--- config.mk ---
export PLATFORM = sky130hd
export DESIGN_NAME = rsos_supervisor
export DESIGN_NICKNAME = d
export VERILOG_FILES = /design/src/core/rsos_pkg.sv /design/src/core/rsos_supervisor.sv /design/src/core/rsos_toggle_div.sv
export SDC_FILE = /design/constraint.sdc
export NUM_CORES = 1
export LEC_CHECK = 0
export BUFFER_PORTS_ARGS = -buffer_cell sky130_fd_sc_hd__buf_2
export CAP_MARGIN = 20
export CORE_MARGIN = 2
export CORE_UTILIZATION = 50
export DETAILED_ROUTE_END_ITERATION = 6
export PLACE_DENSITY = 0.68
export SYNTH_ARGS = -nofsm -noshare
export SYNTH_HDL_FRONTEND = slang
export SYNTH_SLANG_ARGS = --single-unit
--- constraint.sdc ---
create_clock -name mclk -period 5.36 [get_ports mclk]
set_clock_uncertainty 0.05 [all_clocks]
set_input_delay 0.536 -clock mclk [delete_from_list [all_inputs] [get_ports mclk]]
set_output_delay 0.536 -clock mclk [all_outputs]
set_load 0.01 [all_outputs]
--- src/core/rsos_pkg.sv ---
`default_nettype none
package rsos_pkg;

  ////////////////////////////////////////////////////////////////////////////
  // timebase
  localparam int unsigned CLK_HZ = 10_000_000; // mclk rate
  localparam int unsigned CYC_PER_MS = CLK_HZ / 1000; // cycles per millisecond
  localparam int unsigned CNT_W = 24; // width of every delay counter

  // supervisor times, in ms
  localparam int unsigned REC_MS = 250; // nominal recovery after supply returns
  localparam int unsigned REC_MAX_MS = 300; // longest recovery allowed
  localparam int unsigned DEB_MS = 250; // pushbutton debounce hold
  localparam int unsigned PULSE_MS = 250; // reset pulse after button release
  localparam int unsigned HALT_MS = 100; // continuous stop before halt flag

  // derived cycle counts
  localparam int unsigned REC_CYC = REC_MS * CYC_PER_MS;
  localparam int unsigned REC_MAX_CYC = REC_MAX_MS * CYC_PER_MS;
  localparam int unsigned DEB_CYC = DEB_MS * CYC_PER_MS;
  localparam int unsigned PULSE_CYC = PULSE_MS * CYC_PER_MS;
  localparam int unsigned HALT_CYC = HALT_MS * CYC_PER_MS;
  localparam int unsigned SETTLE_CYC = 4; // pin pull-up plus synchroniser delay

  // half periods of the output waves, in cycles
  localparam int unsigned SQW_1HZ_HALF = CLK_HZ / 2;
  localparam int unsigned SQW_1K_HALF = CLK_HZ / (2 * 1024);
  localparam int unsigned SQW_4K_HALF = CLK_HZ / (2 * 4096);
  localparam int unsigned SQW_8K_HALF = CLK_HZ / (2 * 8192);
  localparam int unsigned FIX32_HALF = CLK_HZ / (2 * 32768);

  ////////////////////////////////////////////////////////////////////////////
  // register indices; byte address is four times the index
  localparam logic [7:0] CTRL_IDX = 8'h0E; // control
  localparam logic [7:0] STAT_IDX = 8'h0F; // oscillator status and clock enable
  localparam logic [7:0] IRQ_STAT_IDX = 8'h10; // sticky event bits
  localparam logic [7:0] IRQ_MASK_IDX = 8'h11; // event enables

  // control bit positions
  localparam int unsigned CTRL_OSC_DIS = 7; // osc_disable_n, 1 stops the oscillator
  localparam int unsigned CTRL_RS_HI = 4; // rate_select_hi
  localparam int unsigned CTRL_RS_LO = 3; // rate_select_lo
  localparam int unsigned CTRL_MODE = 2; // irq_mode_select
  localparam int unsigned CTRL_A2EN = 1; // alarm 2 enable
  localparam int unsigned CTRL_A1EN = 0; // alarm 1 enable
  localparam logic [7:0] CTRL_RST = 8'h1C; // interrupt mode, fastest rate, alarms off

  // status bit positions
  localparam int unsigned STAT_HALT = 7; // osc_halt_flag
  localparam int unsigned STAT_EN32 = 3; // fixed_rate_clock_out enable
  localparam logic [7:0] STAT_RST = 8'h88;

  // event bit positions
  localparam int unsigned EV_PF = 0; // supply fell below threshold
  localparam int unsigned EV_PB = 1; // pushbutton press accepted
  localparam int unsigned EV_HALT = 2; // halt flag set
  localparam int unsigned EV_REL = 3; // reset released after supply return
  localparam int unsigned EV_W = 4;

  // supervisor states
  typedef enum logic [2:0] {ST_IDLE, ST_PF, ST_REC, ST_DEB, ST_WAIT, ST_PULSE} rsos_state_t;

  // last cycle of a count of lim cycles
  function automatic logic cnt_done(input logic [CNT_W-1:0] c, input int unsigned lim);
    return c == CNT_W'(lim - 1);
  endfunction : cnt_done

  // byte address of a register index
  function automatic logic [7:0] reg_byte(input logic [7:0] idx);
    return {idx[5:0], 2'b00};
  endfunction : reg_byte

endpackage : rsos_pkg
`default_nettype wire

--- src/core/rsos_supervisor.sv ---
// Implementation choices: the register addresses and the plain strobed port.
`timescale 1ns/1ps
`default_nettype none
// Operation
// - reset line low while supply below threshold
// - hold reset low for recovery delay
// - oscillator disabled: release reset at once
// - reset line never stops other logic
// - reset pin is output and pushbutton input
// - debounce, wait release, then reset pulse
// - mode 0: square wave at selected rate
// - mode 1: enabled alarm match asserts pin
// - mode bit resets to interrupt mode
// - set halt flag after continuous stop
// - halt-detect delay is 100 ms
// - fixed-rate clock runs on either supply
module rsos_supervisor #(
  parameter int unsigned REC_CYC = rsos_pkg::REC_CYC, // recovery delay, cycles
  parameter int unsigned DEB_CYC = rsos_pkg::DEB_CYC, // debounce hold, cycles
  parameter int unsigned PULSE_CYC = rsos_pkg::PULSE_CYC, // reset pulse, cycles
  parameter int unsigned HALT_CYC = rsos_pkg::HALT_CYC, // halt-detect delay, cycles
  parameter int unsigned SQW_1HZ_HALF = rsos_pkg::SQW_1HZ_HALF, // 1 Hz half period
  parameter int unsigned SQW_1K_HALF = rsos_pkg::SQW_1K_HALF // 1.024 kHz half period
) (
  input wire logic mclk, // 10 MHz timebase
  input wire logic resetn, // synchronous, active low
  input wire logic [7:0] reg_addr, // register byte address
  input wire logic [7:0] reg_wdata, // write data
  input wire logic reg_wr, // write strobe
  input wire logic reg_rd, // read strobe
  output logic [7:0] reg_rdata, // read data, cycle after reg_rd
  input wire logic vcc_ok_pin, // supply above powerfail_threshold, async
  input wire logic osc_running_pin, // oscillator running, async
  input wire logic rst_line_in, // level on the reset pin
  output logic rst_line_out, // reset pin drive value, always low
  output logic rst_line_oe, // high while pulling the reset pin low
  input wire logic alarm1_match, // alarm 1 compare hit, same clock
  input wire logic alarm2_match, // alarm 2 compare hit, same clock
  output logic irq_or_wave_out_n, // multifunction pin drive value, always low
  output logic irq_or_wave_oe, // high while pulling the multifunction pin low
  output logic fixed_rate_clock_out, // fixed clock pin drive value, always low
  output logic fixed_rate_clock_oe, // high while pulling the fixed clock pin low
  output logic irq // level interrupt to software
);

  localparam int unsigned W = rsos_pkg::CNT_W;

  ////////////////////////////////////////////////////////////////////////////
  // input synchronisers: vcc, oscillator, reset pin
  logic [2:0] sync1_q; // first stage, read only by sync2_q
  logic [2:0] sync2_q; // settled levels
  logic line_prev_q; // reset pin one cycle older, for edges
  logic vcc_s;
  logic osc_s;
  logic line_s;

  // two flip-flops before anything looks at a pin
  always_ff @(posedge mclk) begin
    if (!resetn) begin
      // reset line starts low: the reset state pulls it, and a high start would read as a press
      sync1_q <= 3'h3;
      sync2_q <= 3'h3;
      line_prev_q <= 1'b0;
    end else begin
      sync1_q <= {rst_line_in, osc_running_pin, vcc_ok_pin};
      sync2_q <= sync1_q;
      line_prev_q <= sync2_q[2];
    end
  end

  assign vcc_s = sync2_q[0];
  assign osc_s = sync2_q[1];
  assign line_s = sync2_q[2];

  ////////////////////////////////////////////////////////////////////////////
  // software registers
  logic [7:0] ctrl_q; // control
  logic [7:0] ctrl_d;
  logic halt_q; // osc_halt_flag
  logic halt_d;
  logic en32_q; // fixed clock enable
  logic en32_d;
  logic [rsos_pkg::EV_W-1:0] ev_q; // sticky events
  logic [rsos_pkg::EV_W-1:0] ev_d;
  logic [rsos_pkg::EV_W-1:0] mask_q; // event enables
  logic [rsos_pkg::EV_W-1:0] mask_d;
  logic [7:0] rdata_q; // read data
  logic [7:0] rdata_d;
  logic [rsos_pkg::EV_W-1:0] ev_now; // events of this cycle
  logic halt_set; // halt detected this cycle

  // write decode, read mux, sticky bits; a set beats a clear in the same cycle
  always_comb begin
    ctrl_d = ctrl_q;
    halt_d = halt_q;
    en32_d = en32_q;
    mask_d = mask_q;
    ev_d = ev_q;
    rdata_d = 8'h00;
    if (reg_wr) begin
      if (reg_addr == rsos_pkg::reg_byte(rsos_pkg::CTRL_IDX)) begin
        ctrl_d = reg_wdata;
      end
      if (reg_addr == rsos_pkg::reg_byte(rsos_pkg::STAT_IDX)) begin
        en32_d = reg_wdata[rsos_pkg::STAT_EN32];
        // halt flag clears by writing zero to it
        if (!reg_wdata[rsos_pkg::STAT_HALT]) begin
          halt_d = 1'b0;
        end
      end
      if (reg_addr == rsos_pkg::reg_byte(rsos_pkg::IRQ_STAT_IDX)) begin
        ev_d = ev_q & ~reg_wdata[rsos_pkg::EV_W-1:0];
      end
      if (reg_addr == rsos_pkg::reg_byte(rsos_pkg::IRQ_MASK_IDX)) begin
        mask_d = reg_wdata[rsos_pkg::EV_W-1:0];
      end
    end
    if (halt_set) begin
      halt_d = 1'b1;
    end
    ev_d = ev_d | ev_now;
    if (reg_rd) begin
      case (reg_addr)
        rsos_pkg::reg_byte(rsos_pkg::CTRL_IDX): rdata_d = ctrl_q;
        rsos_pkg::reg_byte(rsos_pkg::STAT_IDX): begin
          rdata_d[rsos_pkg::STAT_HALT] = halt_q;
          rdata_d[rsos_pkg::STAT_EN32] = en32_q;
        end
        rsos_pkg::reg_byte(rsos_pkg::IRQ_STAT_IDX): rdata_d = {4'h0, ev_q};
        rsos_pkg::reg_byte(rsos_pkg::IRQ_MASK_IDX): rdata_d = {4'h0, mask_q};
        default: rdata_d = 8'h00; // unmapped reads zero
      endcase
    end
  end

  // register stage
  always_ff @(posedge mclk) begin
    if (!resetn) begin
      ctrl_q <= rsos_pkg::CTRL_RST;
      halt_q <= rsos_pkg::STAT_RST[rsos_pkg::STAT_HALT];
      en32_q <= rsos_pkg::STAT_RST[rsos_pkg::STAT_EN32];
      ev_q <= '0;
      mask_q <= '0;
      rdata_q <= 8'h00;
    end else begin
      ctrl_q <= ctrl_d;
      halt_q <= halt_d;
      en32_q <= en32_d;
      ev_q <= ev_d;
      mask_q <= mask_d;
      rdata_q <= rdata_d;
    end
  end

  assign reg_rdata = rdata_q;
  assign irq = |(ev_q & mask_q);

  ////////////////////////////////////////////////////////////////////////////
  // reset supervisor: power fail, recovery, pushbutton
  rsos_pkg::rsos_state_t st_q; // supervisor state
  rsos_pkg::rsos_state_t st_d;
  logic [W-1:0] cnt_q; // delay counter, shared by all timed states
  logic [W-1:0] cnt_d;
  logic ev_pf;
  logic ev_pb;
  logic ev_rel;

  // power fail overrides every pushbutton phase
  always_comb begin
    st_d = st_q;
    cnt_d = W'(cnt_q + 1'b1);
    ev_pf = 1'b0;
    ev_pb = 1'b0;
    ev_rel = 1'b0;
    if (!vcc_s) begin
      st_d = rsos_pkg::ST_PF;
      cnt_d = '0;
      ev_pf = (st_q != rsos_pkg::ST_PF);
    end else begin
      case (st_q)
        rsos_pkg::ST_PF: begin
          cnt_d = '0;
          // no running oscillator means nothing to wait for
          if (ctrl_q[rsos_pkg::CTRL_OSC_DIS] || !osc_s) begin
            st_d = rsos_pkg::ST_IDLE;
            ev_rel = 1'b1;
          end else begin
            st_d = rsos_pkg::ST_REC;
          end
        end
        rsos_pkg::ST_REC: begin
          if (rsos_pkg::cnt_done(cnt_q, REC_CYC)) begin
            st_d = rsos_pkg::ST_IDLE;
            ev_rel = 1'b1;
          end
        end
        rsos_pkg::ST_IDLE: begin
          cnt_d = '0;
          // a falling edge that the block did not cause is a button press
          if (line_prev_q && !line_s) begin
            st_d = rsos_pkg::ST_DEB;
            ev_pb = 1'b1;
          end
        end
        rsos_pkg::ST_DEB: begin
          if (rsos_pkg::cnt_done(cnt_q, DEB_CYC)) begin
            st_d = rsos_pkg::ST_WAIT;
            cnt_d = '0;
          end
        end
        rsos_pkg::ST_WAIT: begin
          // let our own drive fade through the synchroniser first
          if (cnt_q >= W'(rsos_pkg::SETTLE_CYC)) begin
            cnt_d = cnt_q;
            if (line_s) begin
              // already high at the first look: button let go during debounce
              st_d = line_prev_q ? rsos_pkg::ST_IDLE : rsos_pkg::ST_PULSE;
              cnt_d = '0;
            end
          end
        end
        rsos_pkg::ST_PULSE: begin
          if (rsos_pkg::cnt_done(cnt_q, PULSE_CYC)) begin
            st_d = rsos_pkg::ST_IDLE;
            cnt_d = '0;
          end
        end
        default: begin
          st_d = rsos_pkg::ST_IDLE;
          cnt_d = '0;
        end
      endcase
    end
  end

  // register stage
  always_ff @(posedge mclk) begin
    if (!resetn) begin
      st_q <= rsos_pkg::ST_PF;
      cnt_q <= '0;
    end else begin
      st_q <= st_d;
      cnt_q <= cnt_d;
    end
  end

  // the pin is driven in every state but idle and the release wait;
  // nothing else in the block looks at it, so timekeeping runs on
  assign rst_line_oe = (st_q != rsos_pkg::ST_IDLE) && (st_q != rsos_pkg::ST_WAIT);
  assign rst_line_out = 1'b0;

  ////////////////////////////////////////////////////////////////////////////
  // oscillator halt detect
  logic [W-1:0] osc_cnt_q; // cycles of continuous stop
  logic [W-1:0] osc_cnt_d;

  // any running sample restarts the count
  always_comb begin
    osc_cnt_d = '0;
    halt_set = 1'b0;
    if (!osc_s) begin
      if (rsos_pkg::cnt_done(osc_cnt_q, HALT_CYC)) begin
        osc_cnt_d = osc_cnt_q;
        halt_set = 1'b1;
      end else begin
        osc_cnt_d = W'(osc_cnt_q + 1'b1);
      end
    end
  end

  // register stage
  always_ff @(posedge mclk) begin
    if (!resetn) begin
      osc_cnt_q <= '0;
    end else begin
      osc_cnt_q <= osc_cnt_d;
    end
  end

  assign ev_now = {ev_rel, halt_set & ~halt_q, ev_pb, ev_pf};

  ////////////////////////////////////////////////////////////////////////////
  // multifunction pin and fixed-rate clock
  logic [W-1:0] sqw_half; // half period for the chosen rate
  logic sqw_level;
  logic fix_level;
  logic alarm_hit;
  logic wave_oe_q; // multifunction pin drive
  logic wave_oe_d;

  // rate select
  always_comb begin
    case ({ctrl_q[rsos_pkg::CTRL_RS_HI], ctrl_q[rsos_pkg::CTRL_RS_LO]})
      2'b00: sqw_half = W'(SQW_1HZ_HALF);
      2'b01: sqw_half = W'(SQW_1K_HALF);
      2'b10: sqw_half = W'(rsos_pkg::SQW_4K_HALF);
      default: sqw_half = W'(rsos_pkg::SQW_8K_HALF);
    endcase
  end

  rsos_toggle_div #(.CNT_W(W)) u_sqw (
    .mclk(mclk),
    .resetn(resetn),
    .en(!ctrl_q[rsos_pkg::CTRL_MODE]),
    .half_cnt(sqw_half),
    .level_q(sqw_level)
  );

  // free of any supply condition: battery operation keeps it running
  rsos_toggle_div #(.CNT_W(W)) u_fix (
    .mclk(mclk),
    .resetn(resetn),
    .en(en32_q),
    .half_cnt(W'(rsos_pkg::FIX32_HALF)),
    .level_q(fix_level)
  );

  // only enabled alarms reach the pin
  always_comb begin
    alarm_hit = (alarm1_match && ctrl_q[rsos_pkg::CTRL_A1EN]) ||
                (alarm2_match && ctrl_q[rsos_pkg::CTRL_A2EN]);
    if (ctrl_q[rsos_pkg::CTRL_MODE]) begin
      wave_oe_d = alarm_hit;
    end else begin
      wave_oe_d = !sqw_level;
    end
  end

  // register stage
  always_ff @(posedge mclk) begin
    if (!resetn) begin
      wave_oe_q <= 1'b0;
    end else begin
      wave_oe_q <= wave_oe_d;
    end
  end

  assign irq_or_wave_out_n = 1'b0;
  assign irq_or_wave_oe = wave_oe_q;
  assign fixed_rate_clock_out = 1'b0;
  assign fixed_rate_clock_oe = en32_q && !fix_level;
endmodule : rsos_supervisor
`default_nettype wire

--- src/core/rsos_toggle_div.sv ---
`timescale 1ns/1ps
`default_nettype none
module rsos_toggle_div #(
  parameter int unsigned CNT_W = 24 // counter width
) (
  input wire logic mclk, // block clock
  input wire logic resetn, // synchronous, active low
  input wire logic en, // run; low parks the wave low
  input wire logic [CNT_W-1:0] half_cnt, // cycles per half period
  output logic level_q // wave output, from a flip-flop
);

  logic [CNT_W-1:0] cnt_q; // cycles into this half period
  logic [CNT_W-1:0] cnt_d;
  logic level_d;

  ////////////////////////////////////////////////////////////////////////////
  // next values: toggle at the end of every half period
  always_comb begin
    cnt_d = CNT_W'(cnt_q + 1'b1);
    level_d = level_q;
    if (!en) begin
      // parked low, so a re-enable starts with a full half period
      cnt_d = '0;
      level_d = 1'b0;
    end else if (cnt_q >= CNT_W'(half_cnt - 1'b1)) begin
      // >= rather than == so a shorter rate chosen mid-period cannot run away
      cnt_d = '0;
      level_d = ~level_q;
    end
  end

  // registers
  always_ff @(posedge mclk) begin
    if (!resetn) begin
      cnt_q <= '0;
      level_q <= 1'b0;
    end else begin
      cnt_q <= cnt_d;
      level_q <= level_d;
    end
  end

endmodule : rsos_toggle_div
`default_nettype wire

Word-level counts from Yosys, hierarchy flattened
Index checks and enable logic that the tools add are counted.
{ "word_totals": {"register_bits": 135, "inputBits": 25, "output_inout_bits": 15, "elab_cells": 118} }
{ "classes": {"add_sub_neg": 5, "order_cmp": 3, "n_eq_ne": 21, "n_mux": 29, "bitwise": 11, "reduce_logical": 31} }
{ "ops": {"columns": ["op", "n"], "rows": [
  ["adder 24 x 1 -> 24 bit (second input constant)", 4],
  ["two-way mux 24 bit", 3],
  ["one-hot mux 24 bit (3 select lines)", 1],
  ["one-hot mux 23 bit (3 select lines)", 1],
  ["equality test 24 x 20 -> 1 bit (second input constant)", 1],
  ["equality test 24 x 22 -> 1 bit (second input constant)", 1],
  [">= comparator 24 bit", 1],
  [">= comparator 24 x 3 -> 1 bit (second input constant)", 1],
  [">= comparator 24 x 8 -> 1 bit (second input constant)", 1],
  ["subtractor 23 x 1 -> 24 bit (second input constant)", 1],
  ["two-way mux 3 bit", 6],
  ["equality test 8 x 6 -> 1 bit (second input constant)", 2],
  ["equality test 8 x 7 -> 1 bit (second input constant)", 2],
  ["one-hot mux 3 bit (5 select lines)", 1],
  ["AND reduction 2 bit", 6],
  ["two-way mux 1 bit", 10],
  ["OR reduction 2 bit", 5],
  ["one-hot mux 3 bit (3 select lines)", 1],
  ["bitwise AND 4 bit", 2],
  ["two-way mux 4 bit", 2],
  ["inequality test 2 bit (second input constant)", 4],
  ["equality test 3 x 2 -> 1 bit (second input constant)", 2],
  ["equality test 3 bit (second input constant)", 2],
  ["inequality test 3 bit (second input constant)", 2],
  ["22 further kinds", 38]
]} }

Logic depth before layout (Yosys ltp)
{ "logic_depth": {"depth_word": 6, "ltp_mapped": 12, "ltp_nobuf": 10} }

By module
Synthesis repeated with hierarchy kept, for this count alone.
{ "hier_totals": {"hier_cells": 971, "area_unflattened_um2": 7955.1} }
{ "by_module_without_submodules": {"columns": ["module", "n_inst", "cells_each", "area_per_inst_um2", "seq_area_each_um2"], "rows": [
  ["rsos_supervisor", 1, 495, 4048.9, 1701.6],
  ["rsos_toggle_div at u_sqw", 1, 237, 1969.4, 500.5],
  ["rsos_toggle_div at u_fix", 1, 239, 1936.9, 500.5]
]} }

Worst setup path after synthesis
OpenSTA, ideal clock, no wires.
{ "synth_timing": {"kind": "register to register", "from": "register ctrl_q[3]", "to": "register u_sqw.cnt_q[10]", "setup_time_ns": 0.078, "arrival_time_ns": 2.381, "required_ns": 5.232, "path_slack_ns": 2.851, "path_stages_with_launch": 12, "n_path_buf": 2, "period_less_slack_ns": 2.509, "path_cell_list": "dfxtp_1 -> inv_1 -> ha_1 -> inv_1 -> ha_1 -> a21oi_1 -> o21ai_0 -> a221o_1 -> a211o_1 -> clkbuf_1 -> buf_2 -> nor3_1"} }
{ "synth_via": {"elab_chain_len": 5, "elab_cells_between_ends": 7, "cone_classes": "add/sub: 1; order compare: 1; eq/ne: 2; mux: 1; reduce/logical: 2"} }
{ "synth_lines": {"columns": ["element", "line", "text"], "rows": [
  ["from (decl)", "rsos_supervisor.sv:77", "logic [7:0] ctrl_q;"],
  ["from (signal assigned)", "rsos_supervisor.sv:139", "ctrl_q <= rsos_pkg::CTRL_RST;"],
  ["from (signal assigned)", "rsos_supervisor.sv:146", "ctrl_q <= ctrl_d;"],
  ["equality test 2 bit, or another cell as far along", "rsos_supervisor.sv:293", "case ({ctrl_q[rsos_pkg::CTRL_RS_HI], ctrl_q[rsos_pkg::CTRL_RS_LO]})"],
  ["one-hot mux 23 bit (3 select lines) (*)", "rsos_supervisor.sv:293", null],
  ["subtractor 23 x 1 -> 24 bit (*)", "rsos_toggle_div.sv:26", "end else if (cnt_q >= CNT_W'(half_cnt - 1'b1)) begin"],
  [">= comparator 24 bit (*)", "rsos_toggle_div.sv:26", null],
  ["OR reduction 3 bit (no source line) (*)", null, null],
  ["to (signal assigned)", "rsos_toggle_div.sv:39", "cnt_q <= cnt_d;"],
  ["to (decl)", "rsos_toggle_div.sv:13", "logic [CNT_W-1:0] cnt_q;"]
]} }
Mark *: on every way between the ends. The rest lies on a longest branch, timed or not.
A chain may end at the register's enable or synchronous reset.

Final worst setup path
{ "layout_timing": {"from": "register ctrl_q[3]", "to": "register u_sqw.level_q"} }
{ "layout_via": {"elab_chain_len": 4, "elab_cells_between_ends": 6, "cone_classes": "add/sub: 1; order compare: 1; eq/ne: 2; mux: 1; reduce/logical: 1"} }
{ "layout_lines": {"columns": ["element", "line", "text"], "rows": [
  ["equality test 2 bit, or another cell as far along", "rsos_supervisor.sv:293", null],
  ["one-hot mux 23 bit (3 select lines) (*)", "rsos_supervisor.sv:293", null],
  ["subtractor 23 x 1 -> 24 bit (*)", "rsos_toggle_div.sv:26", null],
  [">= comparator 24 bit (*)", "rsos_toggle_div.sv:26", null],
  ["to (signal assigned)", "rsos_toggle_div.sv:40", "level_q <= level_d;"],
  ["to (decl)", "rsos_toggle_div.sv:10", "output logic level_q"]
]} }
Marked as above.

==> metrics.md <==
| Metric | Value |
|---|---|
| Pwr Density | 300 nW/um^2 |
| Nets | 822 |
| Via density | 5.44 |
| Leakage power | 2.57 nW |
| Period utilization | 0.574 |
| CP endpoint kind | flop |
| Layout Cells excl Fill | 951 |
| Die Ht | 116 um |
| Max-cap violations | 0 |
| Core area | 12500 um^2 |
| Tot Pwr | 2.17 mW |
| Crit path largest cell delay | 0.65 ns |
| Worst-margin pin slew | 0.998 ns |
| CP startpoint kind | flop |
| Aggregate negative setup slack | 0 ns |
| CTS tree | done |
| Mux cell area share after synthesis | 0.00653 |
| Vias | 5176 |
| Sequential power share | 0.473 |
| First-pass GRT wire length | 22100 um |
| DR pass1 iterations | 5 |
| Crit path cell chain | inv_1, ha_1, inv_1, ha_1, nand4_1, nor4_1, and4_1, a211o_1, mux2_2 |
| Largest net degree at the start of global routing | 34 |
| Final hold violation count | 0 |
| Clk sinks | 135 |
| Unique masters post-synth | 66 |
| Average size of a mapped cell | 8.78 um^2 |
| # H-tree levels | 4 |
| Simple logic cell fraction of the synthesized area | 0.288 |
| Die area | 13600 um^2 |
| Antenna violations before repair | 0 |
| Final min period | 3.08 ns |
| FF+latch count, synth | 135 |
| GPL Wtd Cong | 0.865 |
| Post-synthesis adder-cell area fraction | 0.0613 |
| Final Util | 0.581 |
| PnR worst setup slack | 2.28 ns |
| Psw | 0.484 mW |
| Seq/Total Area, Yosys | 0.427 |
| RSZ-0062 raised after global routing | no |
| Placed cells | 919 |
| Buf/Inv on CP | 2 |
| Synth area leaders | dfxtp_1 43%, ha_1 6.1%, xnor2_1 6.1% |
| Highest-delay cell along the critical path | a211o_1 |
| Peak VDD IR | 0.000294 V |
| Row count | 41 |
| Routed wire length | 12900 um |
| Antenna diodes | 0 |
| Drt drc | 0 |
| Pre-CTS setup slack | 2.28 ns |
| Synth top area share | 0.427 |
| IO Port Bufs | 36 |
| Worst EP required | 5.61 ns |
| Setup Buffers After CTS | 0 |
| Top FF cell, synth | dfxtp_1 |
| Area leader, netlist | dfxtp_1 |
| Final Slew Violations | 0 |
| GR Overflow Total | 0 |
| Xor/xnor share of the synthesized area | 0.0886 |
| Layout cells sized above 1 | 0.109 |
| Largest family of logic cells by synthesized area | simple AND/OR/NAND/NOR gates |
| Initial Util | 0.507 |
| # setup viols final | 0 |
| Status | finished, final reports clean |
| Relative slew slack | 0.335 |
| Clock transition at path regs | 0.06 ns |
| Root Buffer | clkbuf_16 |
| Area grow syn2layout | 14.5% |
| Async set or reset register ratio after synthesis | 0 |
| Crit. path cell count | 9 |
| Drt wl/cell | 13.6 um |
| Post-Synthesis Cells | 720 |
| Yosys Warn Count | 0 |
| Internal power | 1.69 mW |
| Filler instances | 1135 |
| Worst hold path depth | 2 |
| HP Class | primary input to flop |
| DR iter-0 viols | 322 |
| Critical path peak fanout | 25 |
| Worst-case reg-to-reg path depth | 9 |
| Total Routing Usage GR | 0.204 |
| EDFF count, synth | 0 |
| Fmax | 325 MHz |
| CTS Hold Bufs | 0 |
| Comb pwr share | 0.024 |
| Routed Antenna Nets | 0 |
| Top delay family on crit path | compound AO/OA/AOI/OAI gates |
| # IOs | 40 |
| Clock power frac | 0.503 |
| Vias in the first global route | 4780 |
| Die X | 116 um |
| CTS Buffer Depth | 2 |
| Post_cts resized | 0 |
| Worst-Skew Late Latency | 0.42 ns |
| Post-Syn Area | 6320 um^2 |
| Crit path kind | flop to flop |
| Synth Area in Compound Gates | 0.0910 |
| Sw Share | 0.223 |
| Crit path DAT | 3.33 ns |
| DP HPWL | 9100 um |
| Num CTS Buffers | 17 |
-- worst paths after layout --
path / start / endpoint / slack, ns
hold reg to reg: sync1_q[0] / sync2_q[0] / 0.35
setup reg to reg: ctrl_q[3] / u_sqw.level_q / 2.28
setup / recovery: ctrl_q[3] / u_sqw.level_q / 2.28
hold / removal: osc_running_pin / sync1_q[1] / 0.26
-- layer usage --
layer | up-vias | part of all wire | track usage
met5 | - | 0 | 0
met4 | 0 | 0.012 | 0.0746
met3 | 16 | 0.040 | 0.0560
met2 | 107 | 0.48 | 0.323
met1 | 2422 | 0.47 | 0.268
li1 | 2631 | - | -
-- kinds of logic (layout without fill, tap and decap cells) --
kind of cell / Yosys count / after routing
other cells: 2 / 22
mux: 4 / 4
flops: 135 / 135
fa+ha+maj: 31 / 31
buf+inv: 55 / 94
xor+xnor: 64 / 64
compound gates: 87 / 87
simple gates: 342 / 342
-- state kept, by name, indices dropped and copies added, names as in the netlist --
register,count
sync1_q,3
u_fix.level_q,1
sync2_q,3
st_q,3
halt_q,1
en32_q,1
u_sqw.level_q,1
ev_q,4
reg_rdata,8
mask_q,4
u_fix.cnt_q,24
osc_cnt_q,24
cnt_q,24
ctrl_q,8
line_prev_q,1
u_sqw.cnt_q,24
irq_or_wave_oe,1
-- stage by stage --
step / cell area (um^2) / hold slack, ns
3_3_place_gp: 6680 / 0.337
2_1_floorplan: 6400 / 0.336
4_1_cts: 7240 / 0.240
6_report: 7240 / 0.260
3_5_place_dp: 6680 / 0.344
5_1_grt: 7240 / 0.249
-- cell type report --
cell class | instances | area [um^2] | area share
inverter | 25 | 93.8 | 0.0130
clock buffer | 19 | 443 | 0.0612
tap | 172 | 215 | 0.0297
clock inverter | 13 | 123 | 0.0169
sequential | 135 | 2700 | 0.373
multi-input combinational | 550 | 3480 | 0.480
timing repair buffer | 37 | 188 | 0.0259
-- Yosys cell counts, types with 10 or more instances --
cell type and n:
and4_1 10, nand2b_1 11, inv_1 25, dfxtp_1 135
xor2_1 20, nor3_1 47, nand2_1 52, clkbuf_1 18
nor4_1 18, nand4_1 20, xnor2_1 44, nor2_1 71
ha_1 31, a21oi_1 21, o21ai_0 19, nand3_1 54
-- cell usage in the layout, fill, tap and decap left out, types with 4 or more instances in the layout --
cell,n
xnor2_1,44
and4_1,10
a21oi_1,21
nor2b_1,8
nand4_1,20
a21boi_0,9
a22oi_1,5
nor3_1,47
nand2_1,52
dfxtp_1,135
inv_1,25
o21ai_0,19
ha_1,31
nand3_1,54
or3_1,7
or4_1,4
xor2_1,20
conb_1,22
nand2b_1,11
nor2_1,71
and3_1,9
clkinv_4,4
o211ai_1,5
and2_1,9
clkinvlp_4,4
clkbuf_16,17
buf_2,36
nor4_1,17
-- power by group through the flow --
stage / Combinational [mW] / Clock (mW) / Sequential (mW)
final: 0.0526 / 1.09 / 1.03
after detailed placement: 0.0523 / 0 / 1.05
after floorplan: 0.0370 / 0 / 1.04
after CTS: 0.0526 / 1.12 / 1.03
after global routing: 0.0597 / 1.17 / 1.03
after global placement: 0.0514 / 0 / 1.05
(Power assumes the default switching activity.)
